`src/rtl/fpdr_pkg.sv`:
```
// fpdr_pkg: shared types and constants for the fp datapath operand routing
package fpdr_pkg;

  // ==========================================================
  // word format and widths
  localparam int unsigned FPDR_DATA_W = 32;
  localparam int unsigned FPDR_SIGN_BIT = 31;
  localparam int unsigned FPDR_EXP_LSB = 23;
  localparam int unsigned FPDR_EXP_W = 8;
  localparam int unsigned FPDR_FRAC_W = 23;
  localparam int unsigned FPDR_SEED_W = 7;
  localparam int unsigned FPDR_MODE_W = 13;
  localparam int unsigned FPDR_MODE_MATCH_BIT = 11;
  localparam int unsigned FPDR_C_ADDR_DELAY = 3;

  // ==========================================================
  // constants and reset values
  localparam logic [31:0] FPDR_CONST_ZERO = 32'h0000_0000;
  localparam logic [31:0] FPDR_CONST_TWO = 32'h4000_0000;
  localparam logic [7:0] FPDR_RECIP_EXP_BASE = 8'hfd;
  localparam logic [7:0] FPDR_RECIP_EXP_EXACT = 8'hfe;
  localparam logic [12:0] FPDR_MODE_RST = 13'h0000;

  // ==========================================================
  // instruction field encodings
  localparam logic [2:0] FPDR_FN_MISC = 3'h0;
  localparam logic [4:0] FPDR_MISC_CLR_STAT = 5'h00;
  localparam logic [4:0] FPDR_MISC_RD_STAT = 5'h01;
  localparam logic [4:0] FPDR_MISC_LOAD_MODE = 5'h03;
  localparam logic [4:0] FPDR_MISC_ABS = 5'h04;
  localparam logic [4:0] FPDR_MISC_FLOAT = 5'h05;
  localparam logic [4:0] FPDR_MISC_FIX = 5'h06;
  localparam logic [4:0] FPDR_MISC_LUT = 5'h07;
  localparam logic [2:0] FPDR_ABS_ZERO = 3'h7;
  localparam logic [2:0] FPDR_ABS_TWO = 3'h6;
  localparam logic [2:0] FPDR_ABS_T3 = 3'h4;
  localparam logic [2:0] FPDR_ABS_T1 = 3'h3;
  localparam logic [2:0] FPDR_ABS_T2 = 3'h2;
  localparam logic [2:0] FPDR_ABS_BBUS = 3'h1;
  localparam logic [2:0] FPDR_ABS_CBUS = 3'h0;
  localparam logic [1:0] FPDR_DST_CBUS = 2'h3;
  localparam logic [1:0] FPDR_DST_T1 = 2'h2;
  localparam logic [1:0] FPDR_DST_T2 = 2'h1;
  localparam logic [1:0] FPDR_DST_T3 = 2'h0;
  localparam logic [1:0] FPDR_IO_LOAD = 2'h3;
  localparam logic [1:0] FPDR_IO_STORE = 2'h2;
  localparam logic [1:0] FPDR_IO_LOAD_CBUS = 2'h1;
  localparam logic [1:0] FPDR_IO_NOP = 2'h0;

  // ==========================================================
  // decoded miscellaneous operation
  typedef enum logic [2:0] {
    FPDR_OP_NONE = 3'h0,
    FPDR_OP_CLR_STAT = 3'h1,
    FPDR_OP_RD_STAT = 3'h3,
    FPDR_OP_LOAD_MODE = 3'h2,
    FPDR_OP_ABS = 3'h6,
    FPDR_OP_FLOAT = 3'h7,
    FPDR_OP_FIX = 3'h5,
    FPDR_OP_LUT = 3'h4
  } fpdr_misc_e;

  // 34-bit microword, msb first
  typedef struct packed {
    logic b_src_y;
    logic [2:0] func;
    logic [4:0] a_addr;
    logic [4:0] b_addr;
    logic [4:0] c_addr;
    logic c_write_enable_n;
    logic [1:0] io_ctl;
    logic [4:0] d_addr;
    logic [2:0] alu_b_sel;
    logic [1:0] alu_dst;
    logic mult_b_from_c;
    logic condition_update_enable;
  } fpdr_instr_s;

  // single-precision word
  typedef struct packed {
    logic sign;
    logic [7:0] exp;
    logic [22:0] frac;
  } fpdr_float_s;

  // whole state of the routing block
  typedef struct packed {
    fpdr_instr_s ir;
    fpdr_instr_s p1;
    fpdr_instr_s p2;
    logic [31:0] a_dly1;
    logic [31:0] a_dly2;
    logic [31:0] b_dly1;
    logic [31:0] mult_a;
    logic [31:0] mult_b;
    logic [31:0] alu_first_operand;
    logic [31:0] alu_b;
    logic [31:0] c_bus;
    logic [31:0] temp_register1;
    logic [31:0] temp_register2;
    logic [31:0] temp_register3;
    logic [31:0] z_out;
    logic [4:0] wr_addr;
    logic wr_en;
    logic cond;
    logic zero;
    logic [12:0] mode;
    logic [1:0] oez_sync;
    logic z_oe;
    fpdr_misc_e misc;
  } fpdr_state_s;

endpackage

```
`src/rtl/fpdr_routing.sv`:
```
// fpdr_routing: operand and result routing for the fp mac datapath
`timescale 1ns/1ps
module fpdr_routing
  import fpdr_pkg::*;
#(
  parameter int unsigned DATA_W = FPDR_DATA_W
)
(
  input wire logic clock, // 50 MHz
  input wire logic rstn, // sync reset, low
  input wire fpdr_instr_s instr, // microword from sequencer
  input wire logic [31:0] a_port_data, // register file a read
  input wire logic [31:0] b_port_data, // register file b read
  input wire logic [31:0] y_port_reg, // y port input register
  input wire logic [31:0] x_port_in, // x port input data
  input wire logic [31:0] mult_result, // multiplier output
  input wire logic [31:0] alu_result_bus, // alu output
  input wire logic result_not_positive_flag, // alu result <= 0
  input wire logic result_zero_flag, // alu result == 0
  input wire logic z_port_drive_enable_n, // pin, low drives z
  output logic [31:0] mult_a_in, // multiplier first operand
  output logic [31:0] mult_b_in, // multiplier second operand
  output logic [31:0] alu_first_operand, // alu a operand
  output logic [31:0] alu_b_in, // alu b operand
  output logic [31:0] c_bus, // c bus value
  output logic [4:0] rf_write_addr, // delayed c address
  output logic rf_write_en, // register file c write
  output logic x_to_rf_en, // x port load to d port
  output logic x_store_en, // store register to x port
  output logic [31:0] z_port_out, // z port data
  output logic z_port_oe, // z port drive enable
  output logic cond_reg, // condition register
  output logic zero_reg, // zero register
  output logic [12:0] mode_reg, // mode register
  output fpdr_misc_e misc_op // decoded misc op in flight
);

  // ==========================================================
  // parameter check
  if (DATA_W != FPDR_DATA_W)
  begin : g_bad_width
    $error("fpdr_routing serves only 32-bit words");
  end

  // ==========================================================
  // helpers
  // reciprocal seed: 1/1.f lies in (0.5,1], so the exponent drops
  // one extra step unless f is zero; inverted top fraction bits
  // give a linear seed good to about three bits
  function automatic logic [31:0] recip_seed(input fpdr_float_s v);
    fpdr_float_s s;
    s = '0;
    s.sign = v.sign;
    if (v.frac == '0)
    begin
      s.exp = FPDR_RECIP_EXP_EXACT - v.exp;
    end
    else
    begin
      s.exp = FPDR_RECIP_EXP_BASE - v.exp;
      s.frac[22:16] = ~v.frac[22:16];
    end
    return s;
  endfunction

  // misc operation selected by the b address when function is zero
  function automatic fpdr_misc_e misc_decode(input fpdr_instr_s i);
    fpdr_misc_e m;
    m = FPDR_OP_NONE;
    if (i.func == FPDR_FN_MISC)
    begin
      unique case (i.b_addr)
        FPDR_MISC_CLR_STAT: m = FPDR_OP_CLR_STAT;
        FPDR_MISC_RD_STAT: m = FPDR_OP_RD_STAT;
        FPDR_MISC_LOAD_MODE: m = FPDR_OP_LOAD_MODE;
        FPDR_MISC_ABS: m = FPDR_OP_ABS;
        FPDR_MISC_FLOAT: m = FPDR_OP_FLOAT;
        FPDR_MISC_FIX: m = FPDR_OP_FIX;
        FPDR_MISC_LUT: m = FPDR_OP_LUT;
        default: m = FPDR_OP_NONE; // reserved codes
      endcase
    end
    return m;
  endfunction

  // mac type ops carry func msb set
  function automatic logic is_mac(input fpdr_instr_s i);
    return i.func[2];
  endfunction

  fpdr_state_s st_ff;
  fpdr_state_s nxt_st;
  logic [31:0] b_bus;

  // ==========================================================
  // operand stage: b bus and multiplier inputs from current word
  always_comb
  begin
    b_bus = st_ff.ir.b_src_y ? y_port_reg : b_port_data;
  end

  // ==========================================================
  // next-state logic
  always_comb
  begin
    nxt_st = st_ff;
    // instruction pipeline, one stage per cycle
    nxt_st.ir = instr;
    nxt_st.p1 = st_ff.ir;
    nxt_st.p2 = st_ff.p1;
    nxt_st.a_dly1 = a_port_data;
    nxt_st.a_dly2 = st_ff.a_dly1;
    nxt_st.b_dly1 = b_bus;
    nxt_st.misc = misc_decode(st_ff.ir);

    // multiplier inputs, first cycle of the op
    nxt_st.mult_a = a_port_data;
    if (st_ff.mode[FPDR_MODE_MATCH_BIT]
        && st_ff.ir.c_addr == st_ff.ir.b_addr)
    begin
      nxt_st.mult_b = st_ff.c_bus;
    end
    else
    begin
      nxt_st.mult_b = st_ff.ir.mult_b_from_c ? st_ff.c_bus : b_bus;
    end

    // alu inputs, second cycle of the op
    nxt_st.alu_first_operand = is_mac(st_ff.p1) ? mult_result
                                                 : st_ff.a_dly1;
    unique case (st_ff.p1.alu_b_sel)
      FPDR_ABS_ZERO: nxt_st.alu_b = FPDR_CONST_ZERO;
      FPDR_ABS_TWO: nxt_st.alu_b = FPDR_CONST_TWO;
      FPDR_ABS_T3: nxt_st.alu_b = st_ff.temp_register3;
      FPDR_ABS_T1: nxt_st.alu_b = st_ff.temp_register1;
      FPDR_ABS_T2: nxt_st.alu_b = st_ff.temp_register2;
      FPDR_ABS_BBUS: nxt_st.alu_b = st_ff.b_dly1;
      FPDR_ABS_CBUS: nxt_st.alu_b = st_ff.c_bus;
      default: nxt_st.alu_b = FPDR_CONST_ZERO; // reserved reads zero
    endcase

    // result stage: c bus source, lookup beats x port beats alu
    if (misc_decode(st_ff.p2) == FPDR_OP_LUT)
    begin
      nxt_st.c_bus = recip_seed(st_ff.a_dly2);
    end
    else if (st_ff.ir.io_ctl == FPDR_IO_LOAD_CBUS)
    begin
      nxt_st.c_bus = x_port_in;
    end
    else
    begin
      nxt_st.c_bus = alu_result_bus;
    end

    // temp register destination of the finishing op
    if (!(st_ff.p2.func == FPDR_FN_MISC))
    begin
      unique case (st_ff.p2.alu_dst)
        FPDR_DST_T1: nxt_st.temp_register1 = alu_result_bus;
        FPDR_DST_T2: nxt_st.temp_register2 = alu_result_bus;
        FPDR_DST_T3: nxt_st.temp_register3 = alu_result_bus;
        FPDR_DST_CBUS: nxt_st.temp_register1 = st_ff.temp_register1;
      endcase
    end

    // write port: address delayed three stages, enable active low
    nxt_st.wr_addr = st_ff.p2.c_addr;
    nxt_st.wr_en = !st_ff.p2.c_write_enable_n;

    // flags only move when the op asked for them
    if (st_ff.p2.condition_update_enable)
    begin
      nxt_st.cond = result_not_positive_flag;
      nxt_st.zero = result_zero_flag;
    end

    // mode load acts at once; the sequencer keeps the pipe idle
    if (misc_decode(st_ff.ir) == FPDR_OP_LOAD_MODE)
    begin
      nxt_st.mode = {st_ff.ir.alu_b_sel, st_ff.ir.c_addr,
                     st_ff.ir.a_addr};
    end

    // z port enable pin passes two flops before use
    nxt_st.oez_sync = {st_ff.oez_sync[0], z_port_drive_enable_n};
    nxt_st.z_oe = !st_ff.oez_sync[1];
    nxt_st.z_out = alu_result_bus;
  end

  // ==========================================================
  // state register
  always_ff @(posedge clock)
  begin
    if (!rstn)
    begin
      st_ff <= '0;
      st_ff.mode <= FPDR_MODE_RST;
      st_ff.oez_sync <= 2'h3;
      st_ff.ir.c_write_enable_n <= 1'b1;
      st_ff.p1.c_write_enable_n <= 1'b1;
      st_ff.p2.c_write_enable_n <= 1'b1;
    end
    else
    begin
      st_ff <= nxt_st;
    end
  end

  // ==========================================================
  // outputs straight from the state register
  assign mult_a_in = st_ff.mult_a;
  assign mult_b_in = st_ff.mult_b;
  assign alu_first_operand = st_ff.alu_first_operand;
  assign alu_b_in = st_ff.alu_b;
  assign c_bus = st_ff.c_bus;
  assign rf_write_addr = st_ff.wr_addr;
  assign rf_write_en = st_ff.wr_en;
  // x direction decode on the registered word
  assign x_to_rf_en = st_ff.ir.io_ctl[0];
  assign x_store_en = (st_ff.ir.io_ctl == FPDR_IO_STORE);
  assign z_port_out = st_ff.z_out;
  assign z_port_oe = st_ff.z_oe;
  assign cond_reg = st_ff.cond;
  assign zero_reg = st_ff.zero;
  assign mode_reg = st_ff.mode;
  assign misc_op = st_ff.misc;

endmodule

```
`config.mk`:
```
export PLATFORM = sky130hd
export DESIGN_NAME = fpdr_routing
export DESIGN_NICKNAME = d
export VERILOG_FILES = /design/src/rtl/fpdr_pkg.sv /design/src/rtl/fpdr_routing.sv
export SDC_FILE = /design/constraint.sdc
export NUM_CORES = 1
export LEC_CHECK = 0
export BUFFER_PORTS_ARGS = -buffer_cell sky130_fd_sc_hd__buf_2
export CORE_AREA = 2 2 200 202
export CTS_BUF_LIST = sky130_fd_sc_hd__clkbuf_16
export DETAILED_ROUTE_END_ITERATION = 10
export DIE_AREA = 0 0 202 204
export GPL_TIMING_DRIVEN = 1
export PLACE_DENSITY = 0.71
export RECOVER_POWER = 100
export SLEW_MARGIN = 20
export SYNTH_ARGS = -nofsm -noshare
export SYNTH_HDL_FRONTEND = slang
export SYNTH_SLANG_ARGS = --single-unit
```
`constraint.sdc`:
```
create_clock -name clock -period 4.4 [get_ports clock]
set_clock_uncertainty 0.15 [all_clocks]
set_input_delay 0.44 -clock clock [delete_from_list [all_inputs] [get_ports clock]]
set_output_delay 0.44 -clock clock [all_outputs]
set_load 0.01 [all_outputs]
```
* Word-level counts from Yosys, hierarchy flattened
Index checks and enable logic that the tools add are counted.
Storage, ports and cells: word-level logic and storage cells 100, bits of input ports 231, register bits 445, output and inout bits 219
Operators by class: multiplexer cells 13, add/sub/neg operators 2, equal/unequal tests 24, reduce and logical (&&, ||, !) cells 14, bitwise gates (word level) 3
Operators by type and width (count):
- 32-bit 2-to-1 mux | 6
- 32-bit case mux with 6 select lines | 1
- 3-bit case mux with 7 select lines | 2
- 5-bit by 3-bit equality test with 1-bit output (second input constant) | 8
- 23-bit logical NOT | 1
- 8-bit subtractor (first input constant) | 2
- 5-bit by 1-bit equality test with 1-bit output (second input constant) | 2
- 5-bit by 2-bit equality test with 1-bit output (second input constant) | 2
- 5-bit logical NOT | 2
- 3-bit by 2-bit equality test with 1-bit output (second input constant) | 3
- 3-bit equality test (second input constant) | 3
- 3-bit logical NOT | 3
- 8-bit 2-to-1 mux | 1
- 7-bit 2-to-1 mux | 1
- 7-bit inverter | 1
- 3-bit 2-to-1 mux | 2
- 2-bit AND reduction | 3
- 5-bit equality test | 1
- 2-bit by 1-bit equality test with 1-bit output (second input constant) | 2
- 2-bit equality test (second input constant) | 2
- 3-bit by 1-bit equality test with 1-bit output (second input constant) | 1
- 1-bit logical NOT | 2
- 2-bit logical NOT | 1
- 1-bit inverter | 2
- 2 further kinds | 2

* Logic depth before layout (Yosys ltp)
Gate-level depths: netlist of run 1.
word-level depth 5, depth in mapped cells 7, depth with buffers taken out 5

* Worst setup path before layout of run 1
Ideal clock, no wire load.
path type register -> register, start reg st_ff[442] (netlist name), end reg st_ff, in the netlist c_bus[29], period minus slack after synthesis 1.987 ns, setup time 0.132 ns, data required time 4.118 ns, stages on the path, launching flop included 6, arrival time 1.704 ns, setup slack 2.413 ns, path through dfxtp_1 -> or3_4 -> or4_4 -> buf_6 -> a2111oi_2 -> a211oi_2
On the way: word-level cells in the longest chain between the ends 4
Ends and longest elaborated chain:
- from (decl) | line fpdr_routing.sv:91 | fpdr_state_s st_ff;
- from (signal assigned) | line fpdr_routing.sv:206 | st_ff <= nxt_st;
- 3-bit logical NOT | line fpdr_routing.sv:70 | if (i.func == FPDR_FN_MISC)
- 3-bit 2-to-1 mux | line fpdr_routing.sv:70
- 3-bit equality test | line fpdr_routing.sv:143 | if (misc_decode(st_ff.p2) == FPDR_OP_LUT)
- 32-bit 2-to-1 mux | line fpdr_routing.sv:143
No other way between the ends. A chain may end at the register's enable or synchronous reset.

* Worst setup path after layout of run 1
start reg st_ff, in the netlist nxt_st[416], end reg st_ff, in the netlist alu_b_in[8]
On the way: word-level cells in the longest chain between the ends 2
Ends and longest elaborated chain:
- 3-bit by 1-bit equality test with 1-bit output, or another cell as far along | line fpdr_routing.sv:131 | unique case (st_ff.p1.alu_b_sel)
- 32-bit case mux with 6 select lines (*) | line fpdr_routing.sv:131
Mark *: on every way between the ends. The rest lies on a longest branch, timed or not.

==> summary.txt, run 1 <==
Floorplan
  – Initial Util: 0.4456
  – Rows: 73
  – Io pins: 450
  – Core Area: about 39000 um^2
  – Die Ht: slightly above 200 um
  – Die Area: roughly 41000 um^2
  – Die span in x: 202 um

Routing
  – Vias: roughly 13000
  – Drt pass-1 iters: 5
  – Residual DRC: 0
  – DR WL/cell: 18.43 um
  – Drt total wl: approximately 50000 um
  – Iter 0 DRT Violations: 611
  – Antenna Nets Post-Route: 0
  – Via/cell ratio: 4.945

Yosys
  – Synthesized netlist cell count: 1811
  – Top post-synthesis cells by area: dfxtp_1 51%, buf_4 9.2%, nand2_1 6.3%
  – Leading area contributor after synthesis: dfxtp_1
  – Seq/Total Area, Yosys: 0.5102
  – Ys Warns: 0
  – Netlist cell types: 51
  – Ys async rst share: 0
  – EDFF count, synth: 0
  – Ys flop type: dfxtp_1
  – Syn Area/Cell: ~9.6 um^2
  – Register bit total from synthesis: 445
  – Post-Syn Area: 17460 um^2
  – Syn Nets: around 2000
  – Top-count cell post-synth: dfxtp_1
  – Top cells by count, synth: 445 x dfxtp_1, 292 x nand2_1, 214 x buf_4
  – Synth top area share: 0.5102

Pwr
  – PD cells: roughly 430 nW/um^2
  – Worst VDD drop: 0.3898 mV
  – Lkg Pwr: 8.683 nW
  – Post-layout power: between 9 and 10 mW

Global route
  – Initial antenna violation count: 4
  – Gr ovfl total: 0
  – Total GRT Usage: 0.2363
  – Vias in the first global route: 13676
  – Largest net degree at the start of global routing: 180
  – First-pass GRT wire length: 75730 um

Worst setup path
  – CP Max Fanout: 19
  – Setup CP Type: reg -> reg
  – Req. time, crit path: 4.74 ns
  – Endpoint class of the critical path: register
  – CP startpoint kind: register
  – WP data arrival: 4.04 ns

Placement
  – HPWL Detailed: 31840 um
  – DP Area: 18480 um^2
  – I/O Buffers: 444
  – Placer Congestion: a little over 0.8
  – Placed Instances: about 2500
  – Post-placement setup slack: between 1.5 and 2 ns

STA
  – Fmax: 270.6 MHz
  – Fin crit period: roughly 3.7 ns
  – Worst slew pin tran: 3.212 ns
  – Max-Slew Margin vs Limit: -1.141
  – Slew Limit Fails: 447
  – Fin worst setup slack: between 0.7 and 0.8 ns
  – Final setup TNS: 0 ns
  – Min Hold Slack: 0.03389 ns
  – RSZ-0062 raised after global routing: no
  – Final period util: 0.8398
  – Final Hold Viols: 0
  – Setup violations, final: 0

Flow run
  – Max-Cap Viols: 8

Clock network
  – CTS H-Tree Depth: 2
  – Clk_lat worst skew: 0.57 ns
  – Clk root buf: clkbuf_16
  – CTS tree: yes
  – Post-CTS Resized: 0
  – Num Clock Sinks: 445
  – Cts bufs inserted: 47
  – Clock buffer depth: 3
  – Clock transition at path regs: approximately 0.06 ns

Layout
  – Core Util, Final: 0.5449
  – # diodes: 0
  – Cell area after layout: between 20000 and 25000 um^2
  – Largest register FFs: 173
  – Final cell count without fillers: between 2000 and 3000
  – # nets final: between 2000 and 2500
  – Largest Register: st_ff
  – Area taken by multi-input logic gates: 6491 um^2
  – Share of layout cells above drive strength 1: 0.1527
  – Filler instances: 3451
  – Area growth from synthesis to layout: 22.29%
  – Register Area: between 8000 and 9000 um^2

Run status
  – Status: finished, violations left
  – Failing checks: max-capacitance violations, max-slew violations

Worst hold path
  – Hold crit path type: in -> reg
[path summary, 6_finish.rpt]
path / startpoint / end / slack [ns] / cells after the start
hold / removal: b_port_data[5] / st_ff[320]$_SDFF_PN0_ / 0.03 / 3
hold reg to reg: st_ff[5]$_SDFF_PN1_ / z_port_oe$_SDFF_PN0_ / 0.23 / 1
setup / recovery: nxt_st[416]$_SDFF_PN0_ / alu_b_in[8]$_SDFF_PN0_ / 0.71 / 4
setup reg to reg: nxt_st[416]$_SDFF_PN0_ / alu_b_in[8]$_SDFF_PN0_ / 0.71 / 4
[layout by cell type, fill, tap and decap left out, types with 4 or more instances in the layout]
master,n
nand3_1,13
and3_1,4
mux2_2,30
a22oi_1,30
dfxtp_1,443
nor2_1,72
clkbuf_1,233
a21oi_1,20
xor2_1,5
and2_1,118
buf_4,11
nand2b_1,8
a221oi_1,30
nor4_1,6
o211a_1,34
nor3_1,5
and2_0,50
dlygate4sd3_1,171
nand2_1,292
clkinv_1,12
nor2b_1,82
clkbuf_16,49
clkinvlp_4,5
bufinv_16,4
inv_1,10
o22ai_1,7
buf_2,214
a21boi_0,97
mux2i_1,89
clkinv_2,9
[power by group]
group / internal [mW] / switching (mW)
Sequential: 4.22 / 0.112
Combinational: 0.424 / 0.457
Clock: 2.25 / 1.62
[per-layer routing]
metal,routed length [um],global-route usage,up-vias,share of wire
li1,-,-,6453,-
met1,20240,0.2776,6421,0.40
met2,25090,0.4244,516,0.50
met3,3500,0.05086,87,0.070
met4,1375,0.08377,4,0.027
met5,25,0,-,0.00050
[timing repair]
item,CTS,global route
endpoints found under the hold margin,182,0
buffers inserted,0,0
hold buffers,171,0
[critical path: stages, from the launching register on]
cell	delay, ns
dfxtp_1	0.46
nor3b_1	1.64
clkbuf_1	0.90
a221oi_1	0.28
nor2_1	0.16
[cells by family after synthesis]
family	after synthesis	share of synthesized area
AOI/OAI and AO/OA	236	0.1060
xor gates and xnor gates	7	0.003511
adders and majority gates	3	0.002150
buffers and inverters	333	0.1192
DFF	445	0.5102
muxes	119	0.07037
and+or+nand+nor	668	0.1885
[area by class of cell]
cell class                 count  share of cell area
sequential                   445              0.4173
multi-input combinational   1033              0.3040
timing repair buffer         632              0.1763
clock buffer                  49             0.05742
tap                          525             0.03076
clock inverter                38             0.01348
inverter                       4           0.0007032
Power figures use the tool's default switching activity.
==> run 2: changes to the inputs <==
- ABC_AREA: unset -> 1
- CORE_AREA: 2 2 200 202 -> 2 2 201 203
- DIE_AREA: 0 0 202 204 -> 0 0 203 205
- clock period: 4.4 -> 3.51 ns (I/O delays scaled with it)
==> run 2 against run 1 <==
Effect of this change: the flow now finishes without violations; non-clock buffer count up 52; total power up 27%; sequential power increased by 26%; fmax is 20% higher; sequential share of layout area shrank 1.0 points; worst setup slack got worse by 0.27 ns; synthesized cell count increased by 22%; critical path depth is 3 higher; register-to-register slack got worse by 0.27 ns; via count rose by 17%; utilization up 1.1 points; largest cell class unchanged; highest routed layer unchanged.
==> summary.txt, run 2 <==
Worst setup path
  – Req. time, crit path: 3.82 ns (-0.92 ns)
  – WP data arrival: 3.39 ns (-0.65 ns)
  – Crit path cell chain: or2_1, a21oi_4, nand3_4, nand2_2, inv_1, nor2_1, nor2_1
  – CP startpoint kind: register
  – Most used cell, CP: nor2_1
  – R2R Path Start: nxt_st[463]$_SDFF_PN0_
  – Slowest CP cell: inv_1
  – CP Max Fanout: 20 (+1)
  – Biggest cell delay along the critical path: 0.58 ns (-1.06 ns)
  – R2R Path End: mult_b_in[24]$_SDFF_PN0_
  – Reg2Reg Setup Slack: 0.43 ns (-0.27 ns)
  – Endpoint class of the critical path: register
  – Setup CP Type: reg -> reg
  – Setup crit start: nxt_st[463]$_SDFF_PN0_
  – FF-to-FF path depth: 7 (+3)

Pwr
  – Post-layout power: 11.49 mW (+27%)
  – Worst VDD drop: 0.3942 mV (+1.1%)
  – Lkg Pwr: 10.30 nW (+19%)
  – PD cells: 524.7 nW/um^2 (+23%)

Placement
  – Post-placement setup slack: 0.7969 ns (-0.8566 ns)
  – HPWL Detailed: 36880 um (+16%)
  – Placer Congestion: 0.8802 (+9.0%)
  – I/O Buffers: 444 (unchanged)

Yosys
  – Leading area contributor after synthesis: dfxtp_1
  – Netlist cell types: 34 (-33%)
  – Top-count cell post-synth: dfxtp_1
  – Synth Area in Adders: 0.002137 (-0.00001271)
  – Register bit total from synthesis: 445 (unchanged)
  – Post-Syn Area: 17560 um^2 (+0.59%)
  – Syn Nets: 2436 (+19%)
  – Top cells by count, synth: 445 x dfxtp_1, 317 x inv_1, 302 x nand2_1
  – Synth top area share: 0.5072 (-0.003017)
  – EDFF count, synth: 0 (unchanged)
  – Ys flop type: dfxtp_1
  – Synth Area in Compound Gates: 0.1233 (+0.01732)
  – Largest family of logic cells by synthesized area: buffers and inverters
  – Ys async rst share: 0 (unchanged)
  – Mux share of post-synthesis cell area: 0.01232 (-0.05805)
  – Post-Synth Simple-Gate Area: 0.1631 (-0.02541)
  – Top post-synthesis cells by area: dfxtp_1 51%, buf_4 9.1%, inv_1 6.8%
  – Syn Area/Cell: 7.977 um^2 (-17%)
  – Seq/Total Area, Yosys: 0.5072 (-0.003017)
  – Xor-xnor portion of the synthesized cell area: 0.003491 (-0.00002076)
  – Synthesized netlist cell count: 2202 (+22%)
  – Ys Warns: 0 (unchanged)

Floorplan
  – Rows: 73 (unchanged)
  – Die Ht: 205 um (+0.49%)
  – Core Area: 39370 um^2 (+0.47%)
  – Die span in x: 203 um (+0.50%)
  – Io pins: 450 (unchanged)
  – Die Area: 41620 um^2 (+0.99%)
  – Initial Util: 0.4462 (+0.0005702)

Layout
  – Commonest non-fill, non-tap cell in the layout: dfxtp_1
  – Largest Register: st_ff
  – Area growth from synthesis to layout: 24.65%
  – Largest register FFs: 173 (unchanged)
  – # nets final: 2831 (+18%)
  – Most frequent cells in the layout: 443 x dfxtp_1, 323 x inv_1, 301 x nand2_1
  – Core Util, Final: 0.5562 (+0.01123)
  – Share of layout cells above drive strength 1: 0.1311 (-0.02158)
  – Filler instances: 3449 (-0.058%)

Clock network
  – Num Clock Sinks: 445 (unchanged)
  – Clk root buf: clkbuf_16
  – CTS tree: yes
  – Clock buffer depth: 3 (unchanged)
  – Clock transition at path regs: 0.06 ns (about the same)
  – Clk_lat worst skew: 0.58 ns (about the same)
  – Cts bufs inserted: 47 (unchanged)
  – CTS H-Tree Depth: 2 (unchanged)

Run status
  – Status: complete, no violations

Flow run
  – Max-Cap Viols: 0 (-8)

STA
  – Final setup TNS: 0 ns (unchanged)
  – Final Hold Viols: 0 (unchanged)
  – Max-Slew Margin vs Limit: 0.03412 (+1.175)
  – Worst slew pin tran: 1.449 ns (-1.763 ns)
  – Min Hold Slack: 0.03797 ns (+0.004077 ns)
  – Slew Limit Fails: 0 (-100%)
  – Setup violations, final: 0 (unchanged)
  – RSZ-0062 raised after global routing: no
  – Fin worst setup slack: 0.4311 ns (-0.2740 ns)
  – Fin crit period: 3.079 ns (-0.6160 ns)
  – Fmax: 324.8 MHz (+20%)
  – Final period util: 0.8772 (+0.03743)

Routing
  – Via/cell ratio: 5.009 (+1.3%)
  – Vias: 15824 (+17%)
  – DR WL/cell: 18.34 um (-0.44%)
  – Antenna Nets Post-Route: 0 (unchanged)
  – Residual DRC: 0 (unchanged)
  – Drt pass-1 iters: 5 (unchanged)
  – Iter 0 DRT Violations: 1230 (+100%)
  – Drt total wl: 57950 um (+15%)

Global route
  – Total GRT Usage: 0.2705 (+0.03418)
  – Vias in the first global route: 15962 (+17%)
  – Largest net degree at the start of global routing: 103 (-43%)
  – Gr ovfl total: 0 (unchanged)
  – Initial antenna violation count: 4 (unchanged)
  – First-pass GRT wire length: 86980 um (+15%)

Worst hold path
  – Hold crit path type: in -> reg
  – Hold path startpoint: x_port_in[28]
  – WHS Path Cells: 4 (+1)
  – Hold-critical path endpoint: c_bus[28]$_SDFF_PN0_
## run 2: worst max path at each step
stage / to / slack (ns)
after floorplan: mult_b_in[14]$_SDFF_PN0_ / 1.92
after global placement: mult_b_in[24]$_SDFF_PN0_ / 0.89
after detailed placement: mult_b_in[6]$_SDFF_PN0_ / 0.80
after CTS: mult_b_in[6]$_SDFF_PN0_ / 0.77
after global routing: mult_b_in[24]$_SDFF_PN0_ / 0.27
final: mult_b_in[24]$_SDFF_PN0_ / 0.43
## run 2: layout make-up
type / count / area (um^2) / share of cell area
Sequential cell: 445 / 8911 / 0.4070
Antenna cell: 2 / 5.005 / 0.0002286
Tap cell: 525 / 656.9 / 0.03000
Clock buffer: 47 / 1176 / 0.05372
Inverter: 323 / 1214 / 0.05543
Multi-Input combinational cell: 1096 / 5369 / 0.2452
Clock inverter: 37 / 292.8 / 0.01337
Timing Repair Buffer: 684 / 4270 / 0.1950
## run 2: layer usage
layer | track usage | vias to the layer above | routed length [um]
li1 | - | 7522 | -
met1 | 0.3033 | 7323 | 21620
met2 | 0.4781 | 807 | 28510
met3 | 0.06729 | 168 | 5190
met4 | 0.1350 | 4 | 2605
met5 | 0 | - | 26
## run 2: power by group
part	switching, mW	total, mW	internal [mW]	leakage (nW)
Sequential	0.160	5.47	5.31	3.67
Combinational	0.733	1.25	0.516	5.89
Clock	2.09	4.77	2.68	0.742
## run 2: cell families (layout without fill, tap and decap cells)
| logic type | after synthesis | in the layout |
|---|---|---|
| compound gates | 375 | 375 |
| xor+xnor | 7 | 7 |
| fa+ha+maj | 3 | 3 |
| buf+inv | 661 | 1091 |
| flops | 445 | 445 |
| mux | 21 | 21 |
| other cells | 0 | 2 |
| simple gates | 690 | 690 |
## run 2: repair_timing
action | 4_1_cts | 5_1_grt
buffers inserted | 0 | 0
resized for setup | 0 | 0
hold endpoints to repair | 240 | 0
hold buffers | 214 | 0
## run 2: through the flow
| step | cell area [um^2] | cells |
|---|---|---|
| after global routing | 21890 | 3159 |
| after detailed placement | 18580 | 2859 |
| final | 21890 | 3159 |
| after floorplan | 17560 | 2202 |
| after CTS | 22190 | 3157 |
| after global placement | 18580 | 2859 |
## run 2: worst max-delay path, delay by kind of cell, from the launching register on
family	cells	cell delay [ns]
simple gates	5	1.43
compound gates	1	0.45
flops	1	0.33
buf+inv	1	0.58
==> run 3: changes to the inputs <==
- CORE_AREA: 2 2 201 203 -> 2 2 191 193
- DIE_AREA: 0 0 203 205 -> 0 0 193 195
- PLACE_DENSITY: 0.71 -> 0.77
==> run 3 against run 2 <==
Effect of this change: the run now ends with max-capacitance violations, max-slew violations left; worst hold slack got worse by 0.024 ns; wire length decreased by 0.11%; sequential share of layout area increased by 0.48 points; utilization increased by 5.5 points; total power increased by 0.77%; first-iteration DRC count increased by 1.7%; fmax increased by 2.1%; clock power increased by 2%; cell count decreased by 2.8%; non-clock buffer count decreased by 26; via count increased by 0.76%.
==> summary.txt, run 3 (synthesis gave the netlist of run 2 again) <==
Clock network
  – Hold bufs inserted after CTS: 194 (-9.3%)
  – Clk root buf: clkbuf_16
  – CTS tree: yes
  – Cts bufs inserted: 47 (unchanged)
  – CTS H-Tree Depth: 2 (unchanged)
  – Num Clock Sinks: 445 (unchanged)
  – Post-CTS Resized: 0 (unchanged)
  – Clock transition at path regs: 0.06 ns (about the same)
  – Post-CTS Setup Repair Bufs: 0 (unchanged)
  – Clock buffer depth: 3 (unchanged)
  – Clk_lat worst skew: 0.57 ns (about the same)

Placement
  – HPWL Detailed: 36270 um (-1.6%)
  – Placer Congestion: 0.9114 (+3.5%)
  – I/O Buffers: 444 (unchanged)
  – Placed Instances: 2789 (-2.4%)

Worst setup path
  – FF-to-FF path depth: 7 (unchanged)
  – Buf/Inv on CP: 1 (unchanged)
  – CP endpoint: mult_b_in[29]$_SDFF_PN0_
  – Slowest CP cell: inv_1
  – CP startpoint kind: register
  – Endpoint class of the critical path: register
  – Crit path cell chain: or2_0, a21oi_4, nand3_4, nand2_2, inv_1, nor2_1, nor2_1
  – Req. time, crit path: 3.80 ns (-0.02 ns)
  – R2R Path End: mult_b_in[29]$_SDFF_PN0_
  – Most used cell, CP: nor2_1
  – Reg2Reg Setup Slack: 0.50 ns (+0.06 ns)
  – Setup crit start: nxt_st[463]$_SDFF_PN0_
  – R2R Path Start: nxt_st[463]$_SDFF_PN0_
  – CP Max Fanout: 20 (unchanged)
  – Biggest cell delay along the critical path: 0.56 ns (-0.02 ns)
  – Setup CP Type: reg -> reg
  – Critical path depth: 7 (unchanged)
  – WP data arrival: 3.31 ns (-0.08 ns)
  – Top Family by Delay on Critical Path: simple AND/OR/NAND/NOR gates

Pwr
  – Clock share of power: 0.421 (+0.006)
  – Power share of the combinational group: 0.106 (-0.003)
  – Lkg Pwr: 10.20 nW (-1.0%)
  – Switching Fraction: 0.2564 (-0.002911)
  – Psw: 2.968 mW (-0.36%)
  – Seq pwr share: 0.473 (-0.003)
  – PD cells: 534.9 nW/um^2 (+2.0%)
  – Pint: 8.608 mW (+1.2%)
  – Worst VDD drop: 0.4684 mV (+19%)

Global route
  – Most used routing layer: met2
  – Gr ovfl total: 0 (unchanged)
  – Initial antenna violation count: 3 (-1)
  – Total GRT Usage: 0.2991 (+0.02861)
  – Met2 Usage GRT: 0.5271 (+0.04904)
  – M3 GR Usage: 0.06955 (+0.002262)
  – Vias in the first global route: 16155 (+1.2%)
  – M1 GR Usage: 0.3288 (+0.02554)
  – First-pass GRT wire length: 87130 um (+0.17%)
  – Largest net degree at the start of global routing: 129 (+25%)

Layout
  – Share of layout cells above drive strength 1: 0.1308 (-0.0002773)
  – Commonest non-fill, non-tap cell in the layout: dfxtp_1
  – Area growth from synthesis to layout: 23.20%
  – Largest register FFs: 173 (unchanged)
  – Most frequent cells in the layout: 443 x dfxtp_1, 321 x inv_1, 301 x nand2_1
  – # nets final: 2805 (-0.92%)
  – Final cell count without fillers: 3071 (-2.8%)
  – Largest Register: st_ff

STA
  – Final period util: 0.8589 (-0.01833)
  – RSZ-0062 raised after global routing: no
  – Worst slew pin tran: 1.898 ns (+0.4490 ns)
  – Slew Limit Fails: 126 (+126)
  – Max-Slew Margin vs Limit: -0.2652 (-0.2993)
  – Fmax: 331.7 MHz (+2.1%)
  – Final Hold Viols: 0 (unchanged)
  – Setup violations, final: 0 (unchanged)
  – Final setup TNS: 0 ns (unchanged)
  – Fin crit period: 3.015 ns (-0.06435 ns)

Floorplan
  – Io pins: 450 (unchanged)
  – Core Area: 35400 um^2 (-10%)
  – Die Ht: 195 um (-4.9%)
  – Rows: 69 (-5.5%)
  – Initial Util: 0.4962 (+0.05004)
  – Die Area: 37640 um^2 (-9.6%)
  – Die span in x: 193 um (-4.9%)

Routing
  – Via/cell ratio: 5.192 (+3.6%)
  – Drt pass-1 iters: 5 (unchanged)
  – Vias: 15944 (+0.76%)
  – Antenna Nets Post-Route: 0 (unchanged)
  – Drt total wl: 57890 um (-0.11%)
  – Iter 0 DRT Violations: 1251 (+1.7%)
  – DR WL/cell: 18.85 um (+2.8%)
  – Residual DRC: 0 (unchanged)

Worst hold path
  – Hold crit path type: in -> reg

Run status
  – Failing checks: max-capacitance violations, max-slew violations
  – Status: finished, violations left

Flow run
  – Max-Cap Viols: 2 (+2)
run 3: power by group through the flow:
stage                     clock network [mW]  logic, mW  registers [mW]
after global routing                    5.12       1.34            5.49
after CTS                               4.92       1.23            5.46
after global placement                     0       1.03            5.56
after floorplan                            0      0.774            5.50
after detailed placement                   0       1.05            5.57
final                                   4.87       1.23            5.47
run 3: worst min path at each step:
stage / startpoint / cells past startpoint / end / slack, ns
finish: b_port_data[31] / 3 / st_ff[346]$_SDFF_PN0_ / 0.01
CTS: y_port_reg[14] / 5 / st_ff[329]$_SDFF_PN0_ / 0.0005
detailed placement: st_ff[425]$_SDFF_PN1_ / 1 / rf_write_en$_SDFF_PN0_ / 0.22
global placement: st_ff[5]$_SDFF_PN1_ / 1 / z_port_oe$_SDFF_PN0_ / 0.22
global route: b_port_data[20] / 3 / st_ff[335]$_SDFF_PN0_ / 0.03
floorplan: st_ff[425]$_SDFF_PN1_ / 1 / rf_write_en$_SDFF_PN0_ / 0.22
run 3: per-stage QoR:
stage / setup WS, ns / hold WS [ns] / util / instance area, um^2 / total power, mW
floorplan: 1.923 / 0.2182 / - / 17560 / 6.273
global placement: 0.8246 / 0.2214 / 0.5225 / 18490 / 6.591
detailed placement: 0.7778 / 0.2248 / 0.5225 / 18490 / 6.621
CTS: 0.7339 / 0.0004619 / 0.6203 / 21950 / 11.61
global route: 0.2970 / 0.03300 / 0.6113 / 21640 / 11.95
finish: 0.4954 / 0.01365 / 0.6113 / 21640 / 11.58
run 3: area by class of cell:
type	instances	area, um^2
multi-input cells	1096	5364
fillers	2965	13760
repair buffers	658	4048
well taps	461	576.8
diodes	3	7.507
flip-flops and latches	445	8911
clock buffers	48	1201
clock inverters	37	317.8
inverters	323	1214
run 3: metal layers:
metal | part of all wire | wire (um)
met1 | 0.36 | 21030
met2 | 0.49 | 28440
met3 | 0.090 | 5220
met4 | 0.055 | 3197
met5 | 0 | 0
run 3: worst min-delay path, delay by kind of cell:
kind            cells  cell delay [ns]
buf+inv             1             0.08
compound gates      1             0.13
simple gates        1             0.12
